[src/fnc_pkg.sv]
/*
  Package for the fieldbus node configuration and status block:
  register map, field layouts, switch ranges, bit-rate codes and blink timing.
  Assumes a 10 MHz system clock.
*/
package fnc_pkg;

  // ==========================================================================
  // Register byte offsets
  localparam logic [7:0] FNC_OFF_CTRL   = 8'h00;
  localparam logic [7:0] FNC_OFF_PARAM  = 8'h04;
  localparam logic [7:0] FNC_OFF_NET    = 8'h08;
  localparam logic [7:0] FNC_OFF_ACTIVE = 8'h0c;
  localparam logic [7:0] FNC_OFF_IRQ_ST = 8'h10;
  localparam logic [7:0] FNC_OFF_IRQ_MK = 8'h14;

  // ==========================================================================
  // Control register bits
  // Kept above the address, rate and kbit/s fields so that no value aliases a command
  localparam int FNC_CTRL_ADDR_CMD = 26;
  localparam int FNC_CTRL_RATE_CMD = 27;
  localparam int FNC_CTRL_NET_ADDR = 28;
  localparam int FNC_CTRL_NET_RATE = 29;
  localparam int FNC_CTRL_SAVE     = 30;
  localparam int FNC_CTRL_RESTART  = 31;

  // ==========================================================================
  // Parameter register fields
  localparam int FNC_ADDR_LSB = 0;
  localparam int FNC_RATE_LSB = 8;
  localparam int FNC_RATE_KB_LSB = 16;

  // ==========================================================================
  // Network status bits
  localparam int FNC_NET_DUP_DONE = 0;
  localparam int FNC_NET_ONLINE   = 1;
  localparam int FNC_NET_CONN     = 2;
  localparam int FNC_NET_ALLOC    = 3;
  localparam int FNC_NET_CFG_OK   = 4;
  localparam int FNC_NET_RECOV    = 5;
  localparam int FNC_NET_IO_WAIT  = 6;
  localparam int FNC_NET_FATAL    = 7;
  localparam int FNC_NET_DUP_ADDR = 8;
  localparam int FNC_NET_BUS_OFF  = 9;

  // ==========================================================================
  // Interrupt status bits
  localparam int FNC_IRQ_CMD_REJ  = 0;
  localparam int FNC_IRQ_SAVED    = 1;
  localparam int FNC_IRQ_RESTART  = 2;
  localparam int FNC_IRQ_FAULT    = 3;
  localparam int FNC_IRQ_W        = 4;

  // ==========================================================================
  // Switch ranges and bit-rate codes
  localparam logic [6:0] FNC_ADDR_MAX   = 7'h3f;
  localparam logic [1:0] FNC_RATE_MAX   = 2'h2;
  localparam logic [9:0] FNC_KB_125     = 10'h07d;
  localparam logic [9:0] FNC_KB_250     = 10'h0fa;
  localparam logic [9:0] FNC_KB_500     = 10'h1f4;
  localparam logic [5:0] FNC_ADDR_RST   = 6'h3f;
  localparam logic [1:0] FNC_RATE_RST   = 2'h0;

  // ==========================================================================
  // Blink timing: 0.5 s half period
  localparam int FNC_CLK_HZ      = 10_000_000;
  localparam int FNC_BLINK_MS    = 500;
  localparam int FNC_BLINK_CYC   = FNC_CLK_HZ / 1000 * FNC_BLINK_MS;

  typedef enum logic [2:0] {
    FNC_LED_OFF, FNC_LED_GREEN, FNC_LED_BLINK_GREEN, FNC_LED_BLINK_RED, FNC_LED_RED
  } fnc_led_t;

endpackage

[src/fnc_node_cfg.sv]
/*
  Node configuration and status block: picks station address and bit rate
  from rotary switches or stored parameters, holds a staged/saved parameter
  pair, and drives a two-colour status LED. APB slave for software.
  Assumes synchronous switch and status inputs; nonvolatile storage is
  modelled by the saved registers, which survive a restart but not rst_n.
*/
`timescale 1ns/100ps

// Contract
// - Switch address 0 to 63 is used
// - Address above 63 uses stored parameter
// - Network may write address when switches invalid
// - New values apply after save and restart
// - Rate switch 0,1,2 means 125,250,500 kbit/s
// - Rate switch above 2 uses stored rate
// - Network may write rate code 0 to 2; the code refuses it while the rate switch is 0 to 2
// - LED dark while not online
// - Steady green when online, connected, allocated, configured
// - Blink green when online but not ready
// - Blink red on recoverable error or wait
// - Steady red on fatal or network fault
module fnc_node_cfg
  import fnc_pkg::*;
#(
  parameter int BLINK_CYC = FNC_BLINK_CYC
) (
  // Clock and reset
  input  wire logic        clk,
  input  wire logic        rst_n,
  // APB slave
  input  wire logic        psel,
  input  wire logic        penable,
  input  wire logic        pwrite,
  input  wire logic [7:0]  paddr,
  input  wire logic [31:0] pwdata,
  output logic      [31:0] prdata,
  output logic             pready,
  output logic             pslverr,
  // Rotary switches
  input  wire logic [3:0]  tens_digit_switch,
  input  wire logic [3:0]  units_digit_switch,
  input  wire logic [3:0]  rate_switch,
  // Node selection
  output logic      [5:0]  station_addr,
  output logic      [1:0]  bitrate_code,
  output logic             cfg_valid,
  // Status LED
  output logic             led_green,
  output logic             led_red,
  // Interrupt
  output logic             irq
);

  // ==========================================================================
  // Registers
  logic [9:0]         net_ff;
  logic [5:0]         stage_addr_ff, saved_addr_ff;
  logic [1:0]         stage_rate_ff, saved_rate_ff;
  logic               restart_ff;
  logic [FNC_IRQ_W-1:0] irq_st_ff, irq_mk_ff;
  logic [31:0]        blink_ff;
  logic               blink_ph_ff;
  fnc_led_t           led_ff;
  logic [5:0]         addr_ff;
  logic [1:0]         rate_ff;
  logic               sw_addr_ok_ff, sw_rate_ok_ff;

  // ==========================================================================
  // Bus decode
  logic        wr_en;
  logic        rd_en;
  logic        mapped;
  logic [6:0]  sw_addr;
  logic        sw_addr_ok;
  logic        sw_rate_ok;
  logic [9:0]  cmd_kb;
  logic [1:0]  kb_code;
  logic        kb_ok;
  logic        cmd_addr, cmd_rate, cmd_net_addr, cmd_net_rate, cmd_save, cmd_restart;
  logic        cmd_reject;
  logic [5:0]  wr_addr;
  logic [1:0]  wr_rate;

  assign wr_en  = psel && penable && pwrite;
  assign rd_en  = psel && penable && !pwrite;
  assign mapped = paddr == FNC_OFF_CTRL || paddr == FNC_OFF_PARAM || paddr == FNC_OFF_NET ||
                  paddr == FNC_OFF_ACTIVE || paddr == FNC_OFF_IRQ_ST ||
                  paddr == FNC_OFF_IRQ_MK;

  // Two decimal digits, so 99 at most; an invalid digit is not caught and can still give a 7-bit sum of 63 or below
  assign sw_addr    = 7'(tens_digit_switch) * 7'd10 + 7'(units_digit_switch);
  assign sw_addr_ok = sw_addr <= FNC_ADDR_MAX;
  assign sw_rate_ok = rate_switch <= 4'(FNC_RATE_MAX);

  assign cmd_kb  = pwdata[FNC_RATE_KB_LSB +: 10];
  assign kb_ok   = cmd_kb == FNC_KB_125 || cmd_kb == FNC_KB_250 || cmd_kb == FNC_KB_500;
  assign kb_code = (cmd_kb == FNC_KB_500) ? 2'h2 : (cmd_kb == FNC_KB_250) ? 2'h1 : 2'h0;
  assign wr_addr = pwdata[FNC_ADDR_LSB +: 6];
  assign wr_rate = pwdata[FNC_RATE_LSB +: 2];

  always_comb begin
    logic is_ctrl;
    is_ctrl      = wr_en && paddr == FNC_OFF_CTRL;
    cmd_addr     = is_ctrl && pwdata[FNC_CTRL_ADDR_CMD];
    cmd_rate     = is_ctrl && pwdata[FNC_CTRL_RATE_CMD];
    cmd_net_addr = is_ctrl && pwdata[FNC_CTRL_NET_ADDR];
    cmd_net_rate = is_ctrl && pwdata[FNC_CTRL_NET_RATE];
    cmd_save     = is_ctrl && pwdata[FNC_CTRL_SAVE];
    cmd_restart  = is_ctrl && pwdata[FNC_CTRL_RESTART];
    // Network writes are refused while the switches are in range
    cmd_reject   = (cmd_addr && pwdata[FNC_ADDR_LSB + 6 +: 2] != 2'h0)
                || (cmd_net_addr && sw_addr_ok_ff)
                || (cmd_rate && !kb_ok)
                || (cmd_net_rate && (sw_rate_ok_ff || wr_rate > FNC_RATE_MAX));
  end

  // ==========================================================================
  // APB answer, zero wait states
  always_ff @(posedge clk or negedge rst_n) begin
    if (!rst_n) begin
      pready  <= 1'b0;
      pslverr <= 1'b0;
      prdata  <= 32'h0000_0000;
    end else begin
      pready  <= psel && !penable;
      pslverr <= psel && !penable && !mapped;
      prdata  <= 32'h0000_0000;
      if (psel && !penable && !pwrite) begin
        unique case (paddr)
          FNC_OFF_CTRL:   prdata <= 32'h0000_0000;
          FNC_OFF_PARAM:  prdata <= {22'h0, saved_rate_ff, 2'h0, saved_addr_ff};
          FNC_OFF_NET:    prdata <= {22'h0, net_ff};
          FNC_OFF_ACTIVE: prdata <= {14'h0, sw_rate_ok_ff, sw_addr_ok_ff,
                                     6'h0, rate_ff, 2'h0, addr_ff};
          FNC_OFF_IRQ_ST: prdata <= {28'h0, irq_st_ff};
          FNC_OFF_IRQ_MK: prdata <= {28'h0, irq_mk_ff};
          default:        prdata <= 32'h0000_0000;
        endcase
      end
    end
  end

  // ==========================================================================
  // Network state inputs from the protocol engine, written by software
  always_ff @(posedge clk or negedge rst_n) begin
    if (!rst_n) begin
      net_ff <= 10'h000;
    end else if (wr_en && paddr == FNC_OFF_NET) begin
      net_ff <= pwdata[9:0];
    end
  end

  // ==========================================================================
  // Staged parameters: terminal commands or network object writes
  always_ff @(posedge clk or negedge rst_n) begin
    if (!rst_n) begin
      stage_addr_ff <= FNC_ADDR_RST;
      stage_rate_ff <= FNC_RATE_RST;
    end else if (!cmd_reject) begin
      if (cmd_addr) begin
        stage_addr_ff <= wr_addr;
      end else if (cmd_net_addr) begin
        stage_addr_ff <= wr_addr;
      end
      if (cmd_rate) begin
        stage_rate_ff <= kb_code;
      end else if (cmd_net_rate) begin
        stage_rate_ff <= wr_rate;
      end
    end
  end

  // Saved copy stands for nonvolatile memory
  always_ff @(posedge clk or negedge rst_n) begin
    if (!rst_n) begin
      saved_addr_ff <= FNC_ADDR_RST;
      saved_rate_ff <= FNC_RATE_RST;
    end else if (cmd_save && !cmd_reject) begin
      saved_addr_ff <= stage_addr_ff;
      saved_rate_ff <= stage_rate_ff;
    end
  end

  // ==========================================================================
  // Restart: rst_n release counts as one too
  always_ff @(posedge clk or negedge rst_n) begin
    if (!rst_n) begin
      restart_ff <= 1'b1;
    end else begin
      restart_ff <= cmd_restart && !cmd_reject;
    end
  end

  // Selection latched only on restart so that saves stay pending
  always_ff @(posedge clk or negedge rst_n) begin
    if (!rst_n) begin
      addr_ff       <= 6'h00;
      rate_ff       <= 2'h0;
      sw_addr_ok_ff <= 1'b0;
      sw_rate_ok_ff <= 1'b0;
      cfg_valid     <= 1'b0;
    end else if (restart_ff) begin
      addr_ff       <= sw_addr_ok ? sw_addr[5:0] : saved_addr_ff;
      rate_ff       <= sw_rate_ok ? rate_switch[1:0] : saved_rate_ff;
      sw_addr_ok_ff <= sw_addr_ok;
      sw_rate_ok_ff <= sw_rate_ok;
      cfg_valid     <= 1'b1;
    end
  end

  assign station_addr = addr_ff;
  assign bitrate_code = rate_ff;

  // ==========================================================================
  // Blink timer
  always_ff @(posedge clk or negedge rst_n) begin
    if (!rst_n) begin
      blink_ff    <= 32'h0000_0000;
      blink_ph_ff <= 1'b0;
    end else if (blink_ff >= 32'(BLINK_CYC - 1)) begin
      blink_ff    <= 32'h0000_0000;
      blink_ph_ff <= !blink_ph_ff;
    end else begin
      blink_ff <= blink_ff + 32'h0000_0001;
    end
  end

  // ==========================================================================
  // LED state, red faults take priority
  always_ff @(posedge clk or negedge rst_n) begin
    if (!rst_n) begin
      led_ff <= FNC_LED_OFF;
    end else if (net_ff[FNC_NET_FATAL] || net_ff[FNC_NET_DUP_ADDR] ||
                 net_ff[FNC_NET_BUS_OFF]) begin
      led_ff <= FNC_LED_RED;
    end else if (net_ff[FNC_NET_RECOV] || net_ff[FNC_NET_IO_WAIT]) begin
      led_ff <= FNC_LED_BLINK_RED;
    end else if (!net_ff[FNC_NET_ONLINE] || !net_ff[FNC_NET_DUP_DONE]) begin
      led_ff <= FNC_LED_OFF;
    end else if (net_ff[FNC_NET_CONN] && net_ff[FNC_NET_ALLOC] && net_ff[FNC_NET_CFG_OK]) begin
      led_ff <= FNC_LED_GREEN;
    end else begin
      led_ff <= FNC_LED_BLINK_GREEN;
    end
  end

  always_ff @(posedge clk or negedge rst_n) begin
    if (!rst_n) begin
      led_green <= 1'b0;
      led_red   <= 1'b0;
    end else begin
      unique case (led_ff)
        FNC_LED_OFF:         begin led_green <= 1'b0;        led_red <= 1'b0;        end
        FNC_LED_GREEN:       begin led_green <= 1'b1;        led_red <= 1'b0;        end
        FNC_LED_BLINK_GREEN: begin led_green <= blink_ph_ff; led_red <= 1'b0;        end
        FNC_LED_BLINK_RED:   begin led_green <= 1'b0;        led_red <= blink_ph_ff; end
        FNC_LED_RED:         begin led_green <= 1'b0;        led_red <= 1'b1;        end
        default:             begin led_green <= 1'b0;        led_red <= 1'b0;        end
      endcase
    end
  end

  // ==========================================================================
  // Interrupts: set wins over write-one-to-clear
  always_ff @(posedge clk or negedge rst_n) begin
    logic [FNC_IRQ_W-1:0] ev;
    logic [FNC_IRQ_W-1:0] clr;
    logic [FNC_IRQ_W-1:0] mk;
    if (!rst_n) begin
      irq_st_ff <= '0;
      irq_mk_ff <= '0;
      irq       <= 1'b0;
    end else begin
      ev  = '0;
      ev[FNC_IRQ_CMD_REJ] = cmd_reject;
      ev[FNC_IRQ_SAVED]   = cmd_save && !cmd_reject;
      ev[FNC_IRQ_RESTART] = restart_ff;
      ev[FNC_IRQ_FAULT]   = led_ff == FNC_LED_RED;
      clr = (wr_en && paddr == FNC_OFF_IRQ_ST) ? pwdata[FNC_IRQ_W-1:0] : '0;
      mk  = (wr_en && paddr == FNC_OFF_IRQ_MK) ? pwdata[FNC_IRQ_W-1:0] : irq_mk_ff;
      irq_st_ff <= (irq_st_ff & ~clr) | ev;
      irq_mk_ff <= mk;
      // New mask counts at once, so irq never lags the status and mask flops
      irq <= |(((irq_st_ff & ~clr) | ev) & mk);
    end
  end

  // ==========================================================================
  // Assertions
  a_addr_select: assert property (@(posedge clk) disable iff (!rst_n)
    restart_ff && sw_addr_ok |=> addr_ff == $past(sw_addr[5:0]))
    else $error("switch address not taken");
  a_addr_stored: assert property (@(posedge clk) disable iff (!rst_n)
    restart_ff && !sw_addr_ok |=> addr_ff == $past(saved_addr_ff))
    else $error("stored address not taken");
  a_net_addr_gate: assert property (@(posedge clk) disable iff (!rst_n)
    cmd_net_addr && sw_addr_ok_ff && !cmd_addr |=> $stable(stage_addr_ff))
    else $error("network address accepted with valid switches");
  a_save_pending: assert property (@(posedge clk) disable iff (!rst_n)
    !restart_ff |=> $stable(addr_ff) && $stable(rate_ff))
    else $error("selection changed without restart");
  a_rate_switch: assert property (@(posedge clk) disable iff (!rst_n)
    restart_ff && sw_rate_ok |=> rate_ff == $past(rate_switch[1:0]))
    else $error("switch rate not taken");
  a_rate_stored: assert property (@(posedge clk) disable iff (!rst_n)
    restart_ff && !sw_rate_ok |=> rate_ff == $past(saved_rate_ff))
    else $error("stored rate not taken");
  a_rate_code: assert property (@(posedge clk) disable iff (!rst_n)
    stage_rate_ff <= FNC_RATE_MAX)
    else $error("rate code out of range");
  a_led_dark: assert property (@(posedge clk) disable iff (!rst_n)
    led_ff == FNC_LED_OFF |=> !led_green && !led_red)
    else $error("led lit while offline");
  a_led_green: assert property (@(posedge clk) disable iff (!rst_n)
    led_ff == FNC_LED_GREEN |=> led_green && !led_red)
    else $error("steady green missing");
  a_led_red: assert property (@(posedge clk) disable iff (!rst_n)
    $rose(net_ff[FNC_NET_BUS_OFF]) |-> ##2 led_red && !led_green)
    else $error("bus-off not shown red");
  a_blink_red: assert property (@(posedge clk) disable iff (!rst_n)
    led_ff == FNC_LED_BLINK_RED |=> !led_green && led_red == $past(blink_ph_ff))
    else $error("blink red wrong");
  a_blink_green: assert property (@(posedge clk) disable iff (!rst_n)
    led_ff == FNC_LED_BLINK_GREEN |=> !led_red && led_green == $past(blink_ph_ff))
    else $error("blink green wrong");
  a_rate_cmd: assert property (@(posedge clk) disable iff (!rst_n)
    cmd_rate && !cmd_reject |=> stage_rate_ff == $past(kb_code))
    else $error("rate command not staged");
  a_irq_level: assert property (@(posedge clk) disable iff (!rst_n)
    irq == |(irq_st_ff & irq_mk_ff))
    else $error("irq does not follow masked status");
  a_unmapped_err: assert property (@(posedge clk) disable iff (!rst_n)
    psel && !penable && !mapped |=> pslverr && prdata == 32'h0000_0000)
    else $error("unmapped access not flagged");

  c_save_restart: cover property (@(posedge clk) disable iff (!rst_n)
    cmd_save ##[1:20] cmd_restart);
  c_stored_addr:  cover property (@(posedge clk) disable iff (!rst_n)
    restart_ff && !sw_addr_ok);
  c_led_green:    cover property (@(posedge clk) disable iff (!rst_n) led_green);
  c_irq:          cover property (@(posedge clk) disable iff (!rst_n) irq);
  c_blink_red:    cover property (@(posedge clk) disable iff (!rst_n)
    led_ff == FNC_LED_BLINK_RED);

endmodule

[config.mk]
export PLATFORM = sky130hd
export DESIGN_NAME = fnc_node_cfg
export DESIGN_NICKNAME = d
export VERILOG_FILES = /design/src/fnc_pkg.sv /design/src/fnc_node_cfg.sv
export SDC_FILE = /design/constraint.sdc
export NUM_CORES = 1
export LEC_CHECK = 0
export ABC_AREA = 1
export BUFFER_PORTS_ARGS = -buffer_cell sky130_fd_sc_hd__buf_2
export CORE_ASPECT_RATIO = 0.8
export CORE_MARGIN = 1
export CORE_UTILIZATION = 30
export CTS_BUF_LIST = sky130_fd_sc_hd__clkbuf_8
export CTS_CLUSTER_DIAMETER = 80
export DETAILED_ROUTE_END_ITERATION = 12
export PLACE_DENSITY = 0.61
export SYNTH_ARGS = -nofsm -noshare
export SYNTH_HDL_FRONTEND = slang
export SYNTH_SLANG_ARGS = --single-unit
[constraint.sdc]
create_clock -name clk -period 2.43 [get_ports clk]
set_input_delay 0.1215 -clock clk [delete_from_list [all_inputs] [get_ports clk]]
set_output_delay 0.1215 -clock clk [all_outputs]
set_load 0.01 [all_outputs]
==> out/qor.yml <==
hold_end: "station_addr[0]$_DFFE_PN0P_"
antenna_cells: 0
switching_share_pct: 27.42
design_area_um2: 5936
hp-start: "units_digit_switch[0]"
dr.pass1.iters: 5
synthCells: 573
crit_top_cell: "nand2_1"
finClkSkew_ns: 0.01307
vias: 3925
r2r_start: "blink_ff[0]$_DFF_PN0_"
worstHoldPathCells: 3
pwr-share-clk_pct: 34.8
ys_top_cells_by_area: "dfrtp_1, nand2_1, dfstp_2, inv_1, nor2_1"
syn2layout_area_growth_pct: 18.51
io_buffers: 76
grtUsageTotal_pct: 14.16
synth_area_per_cell_um2: 8.741
power.density_nw_per_um2: 513.1
grt_pass1_vias: 3765
synth_seq_cells: 99
cp-end-kind: "register"
io_pins: 103
p_seq_share_pct: 55.7
hold_slack_ns: 0.02876
clk_pin_slew_ns: 0.11
slowest_stage: "dlygate4sd3_1"
die_h_um: 117.6
crit_buf_inv: 2
ff2ff_setup_slack_ns: 0.70
rsz0062_at_grt: "no"
initial_utilization_pct: 31.19
crit_family: "simple AND/OR/NAND/NOR gates"
synth.distinct_cells: 42
cts_buffers: 9
slew_headroom_pct: 52.94
dpl.cell_count: 871
max_stage_delay_ns: 0.53
drc: 0
worstMarginPinSlew_ns: 0.7000
dieArea_um2: 17220
cts.sinks: 99
p_leak_nw: 2.940
ant_nets: 0
finalCritPeriodShare_pct: 79.25
required_ns: 2.76
grt_max_degree: 63
worstSetupPathDepth: 11
cts_tree: "done"
total_power_mw: 3.046
wl_mm: 11.60
ctsLongestPathBuffers: 2
reg2regPathDepth: 11
async_flop_share_pct: 100.0
status: "finished clean"
worst-setup-path-type: "input pin to register"
drive_gt1_share_pct: 21.35
clockRootBuffer: "clkbuf_8"
path_max_fanout: 12
p_int_mw: 2.211
synth_edf_count: 0
dpl_cell_area_um2: 5624
wl_per_cell_um: 12.90
drt_iter0_markers: 259
final_cells: 899
ys.warnings.count: 0
maxCapViolations: 0
rows: 41
vdd_drop_max_mv: 0.2288
slew_viol_final: 0
hold_violations: 0
path_cells: "dlygate4sd3_1, buf_2, nand3_1, nor2_8, nand4_1, nand2_1, nor2_4, nand2_4, nor2_2, nand2_1, o21ai_2"
preCtsSetupSlack_ns: 0.2938
hold_path.class: "input pin to register"
antenna_found_initial: 0
setup-tns-final_ns: 0
grt.overflow.total: 0
period_needed_ns: 1.926
fin_nets: 746
timing.rr.end: "blink_ff[4]$_DFF_PN0_"
synth-main-ff-cell: "dfrtp_1"
yosysTopAreaCellShare_pct: 42.97
ys_seq_area_share_pct: 49.79
gp_congestion: 0.8241
vias_per_cell: 4.366
cp.arrival_ns: 2.25
design.core.area_um2: 16060
nFillCells: 1681
combPwrFrac_pct: 9.5
die_x_um: 146.5
startpoint_type: "input pin"
syn_area_um2: 5009
fmax_mhz: 519.3
h-tree-depth: 3
clock_latency_ns: 0.39
synth.largest_area_cell: "dfrtp_1"
ctsResizeCount: 0
power.switching_uw: 835.1
postCtsSetupBuffers: 0
setup_viol: 0
setup_ws_ns: 0.5042
grt_pass1_wl_mm: 19.23
fin_util_pct: 36.97
hpwlAfterDp_mm: 8.948
==> final cells by class <==
cell class              instances  area [um^2]  area share [%]
inverters                      80        301.5           5.080
flip-flops and latches         99         2494           42.01
clock inverters                 6        53.80          0.9064
multi-input cells             396         2127           35.83
well taps                     215        269.0           4.532
clock buffers                  10        137.6           2.319
repair buffers                 93        553.0           9.317
==> cells in the mapped netlist, types with 2 or more instances <==
library cell / count
a21oi_1: 16
a31oi_1: 5
buf_2: 3
buf_4: 20
buf_6: 2
dfrtp_1: 86
dfstp_2: 13
fa_1: 2
ha_1: 8
inv_1: 76
inv_2: 3
nand2_1: 103
nand2_2: 6
nand2_4: 3
nand3_1: 29
nand3_2: 2
nand4_1: 15
nor2_1: 64
nor2_2: 5
nor2_4: 3
nor3_1: 12
nor3_4: 3
nor3b_1: 3
o21ai_0: 21
o21ai_1: 25
o21ai_2: 6
o221ai_1: 2
o22ai_1: 3
o31ai_1: 2
xnor2_1: 8
xor2_1: 13
==> power by group through the flow <==
stage / Sequential [mW] / Clock, mW / Combinational, mW
after floorplan: 1.73 / 0 / 0.159
after global placement: 1.73 / 0 / 0.273
after detailed placement: 1.73 / 0 / 0.278
after CTS: 1.70 / 1.12 / 0.294
after global routing: 1.70 / 1.16 / 0.332
final: 1.70 / 1.06 / 0.290
==> cells in the final DEF, fill, tap and decap left out, types with 3 or more instances in the layout <==
cell / instances
nor2_2: 5
xor2_1: 13
nor3b_1: 3
conb_1: 29
buf_2: 75
dfrtp_1: 86
nor2_4: 3
dfstp_2: 13
o21ai_1: 25
inv_2: 3
nand3_1: 29
nand4_1: 15
inv_1: 76
a21oi_1: 16
o21ai_2: 6
nor2_1: 64
o21ai_0: 21
dlygate4sd3_1: 12
ha_1: 8
nor3_1: 12
nand2_4: 3
clkbuf_8: 10
buf_4: 5
nor3_4: 3
xnor2_1: 8
nand2_2: 6
o22ai_1: 3
a31oi_1: 5
nand2_1: 103
inv_6: 3
==> worst reg2reg max path, stage by stage (launching register included) <==
cell	delay, ns
dfrtp_1	0.41
ha_1	0.23
nand3_1	0.13
nor2_1	0.07
nand2_1	0.10
nand3_1	0.08
nand3_1	0.07
nand3_1	0.07
nand2_1	0.09
nand2_1	0.07
buf_4	0.17
nor3_1	0.16
==> state kept, by name, indices dropped and copies added, names as in the netlist, 4 cells and up <==
signal and cells:
prdata 12, blink_ff 32, net_ff 10, irq_mk_ff 4, stage_addr_ff 6, irq_st_ff 4
saved_addr_ff 6, station_addr 6
==> how the worst max path moves through the flow <==
stage                                     from  slack, ns                            to
after global placement    tens_digit_switch[1]       0.34   station_addr[3]$_DFFE_PN0P_
after detailed placement  tens_digit_switch[1]       0.29   station_addr[3]$_DFFE_PN0P_
after CTS                              penable       0.48  stage_addr_ff[5]$_DFFE_PN1P_
final                                  penable       0.50  stage_addr_ff[5]$_DFFE_PN1P_
after global routing                   penable       0.32  stage_addr_ff[5]$_DFFE_PN1P_
after floorplan           tens_digit_switch[1]       0.49   station_addr[5]$_DFFE_PN0P_
==> routing by layer <==
layer  wire [um]  GRT usage (%)
met5           0              0
met3         802          3.256
met2        4629          19.02
met1        6065          22.16
met4         102          3.906
==> kinds of logic (layout without fill, tap and decap cells) <==
| group | count (synthesis) | count (layout) | share of synthesized area [%] |
|---|---|---|---|
| adder cells (fa/ha/maj) | 10 | 10 | 2.798 |
| multiplexers | 1 | 1 | 0.2248 |
| XOR/XNOR | 21 | 21 | 3.672 |
| AND/OR/NAND/NOR | 254 | 254 | 24.56 |
| flip-flops | 99 | 99 | 49.79 |
| other | 1 | 29 | 0.07487 |
| buffers and inverters | 106 | 189 | 9.842 |
| AO/OA/AOI/OAI | 81 | 81 | 9.043 |
==> repair_timing <==
action,CTS,global route
endpoints found under the setup margin,0,0
hold buffers,12,0
endpoints found under the hold margin,47,0
Note: power is estimated with default switching activity, not from simulation.
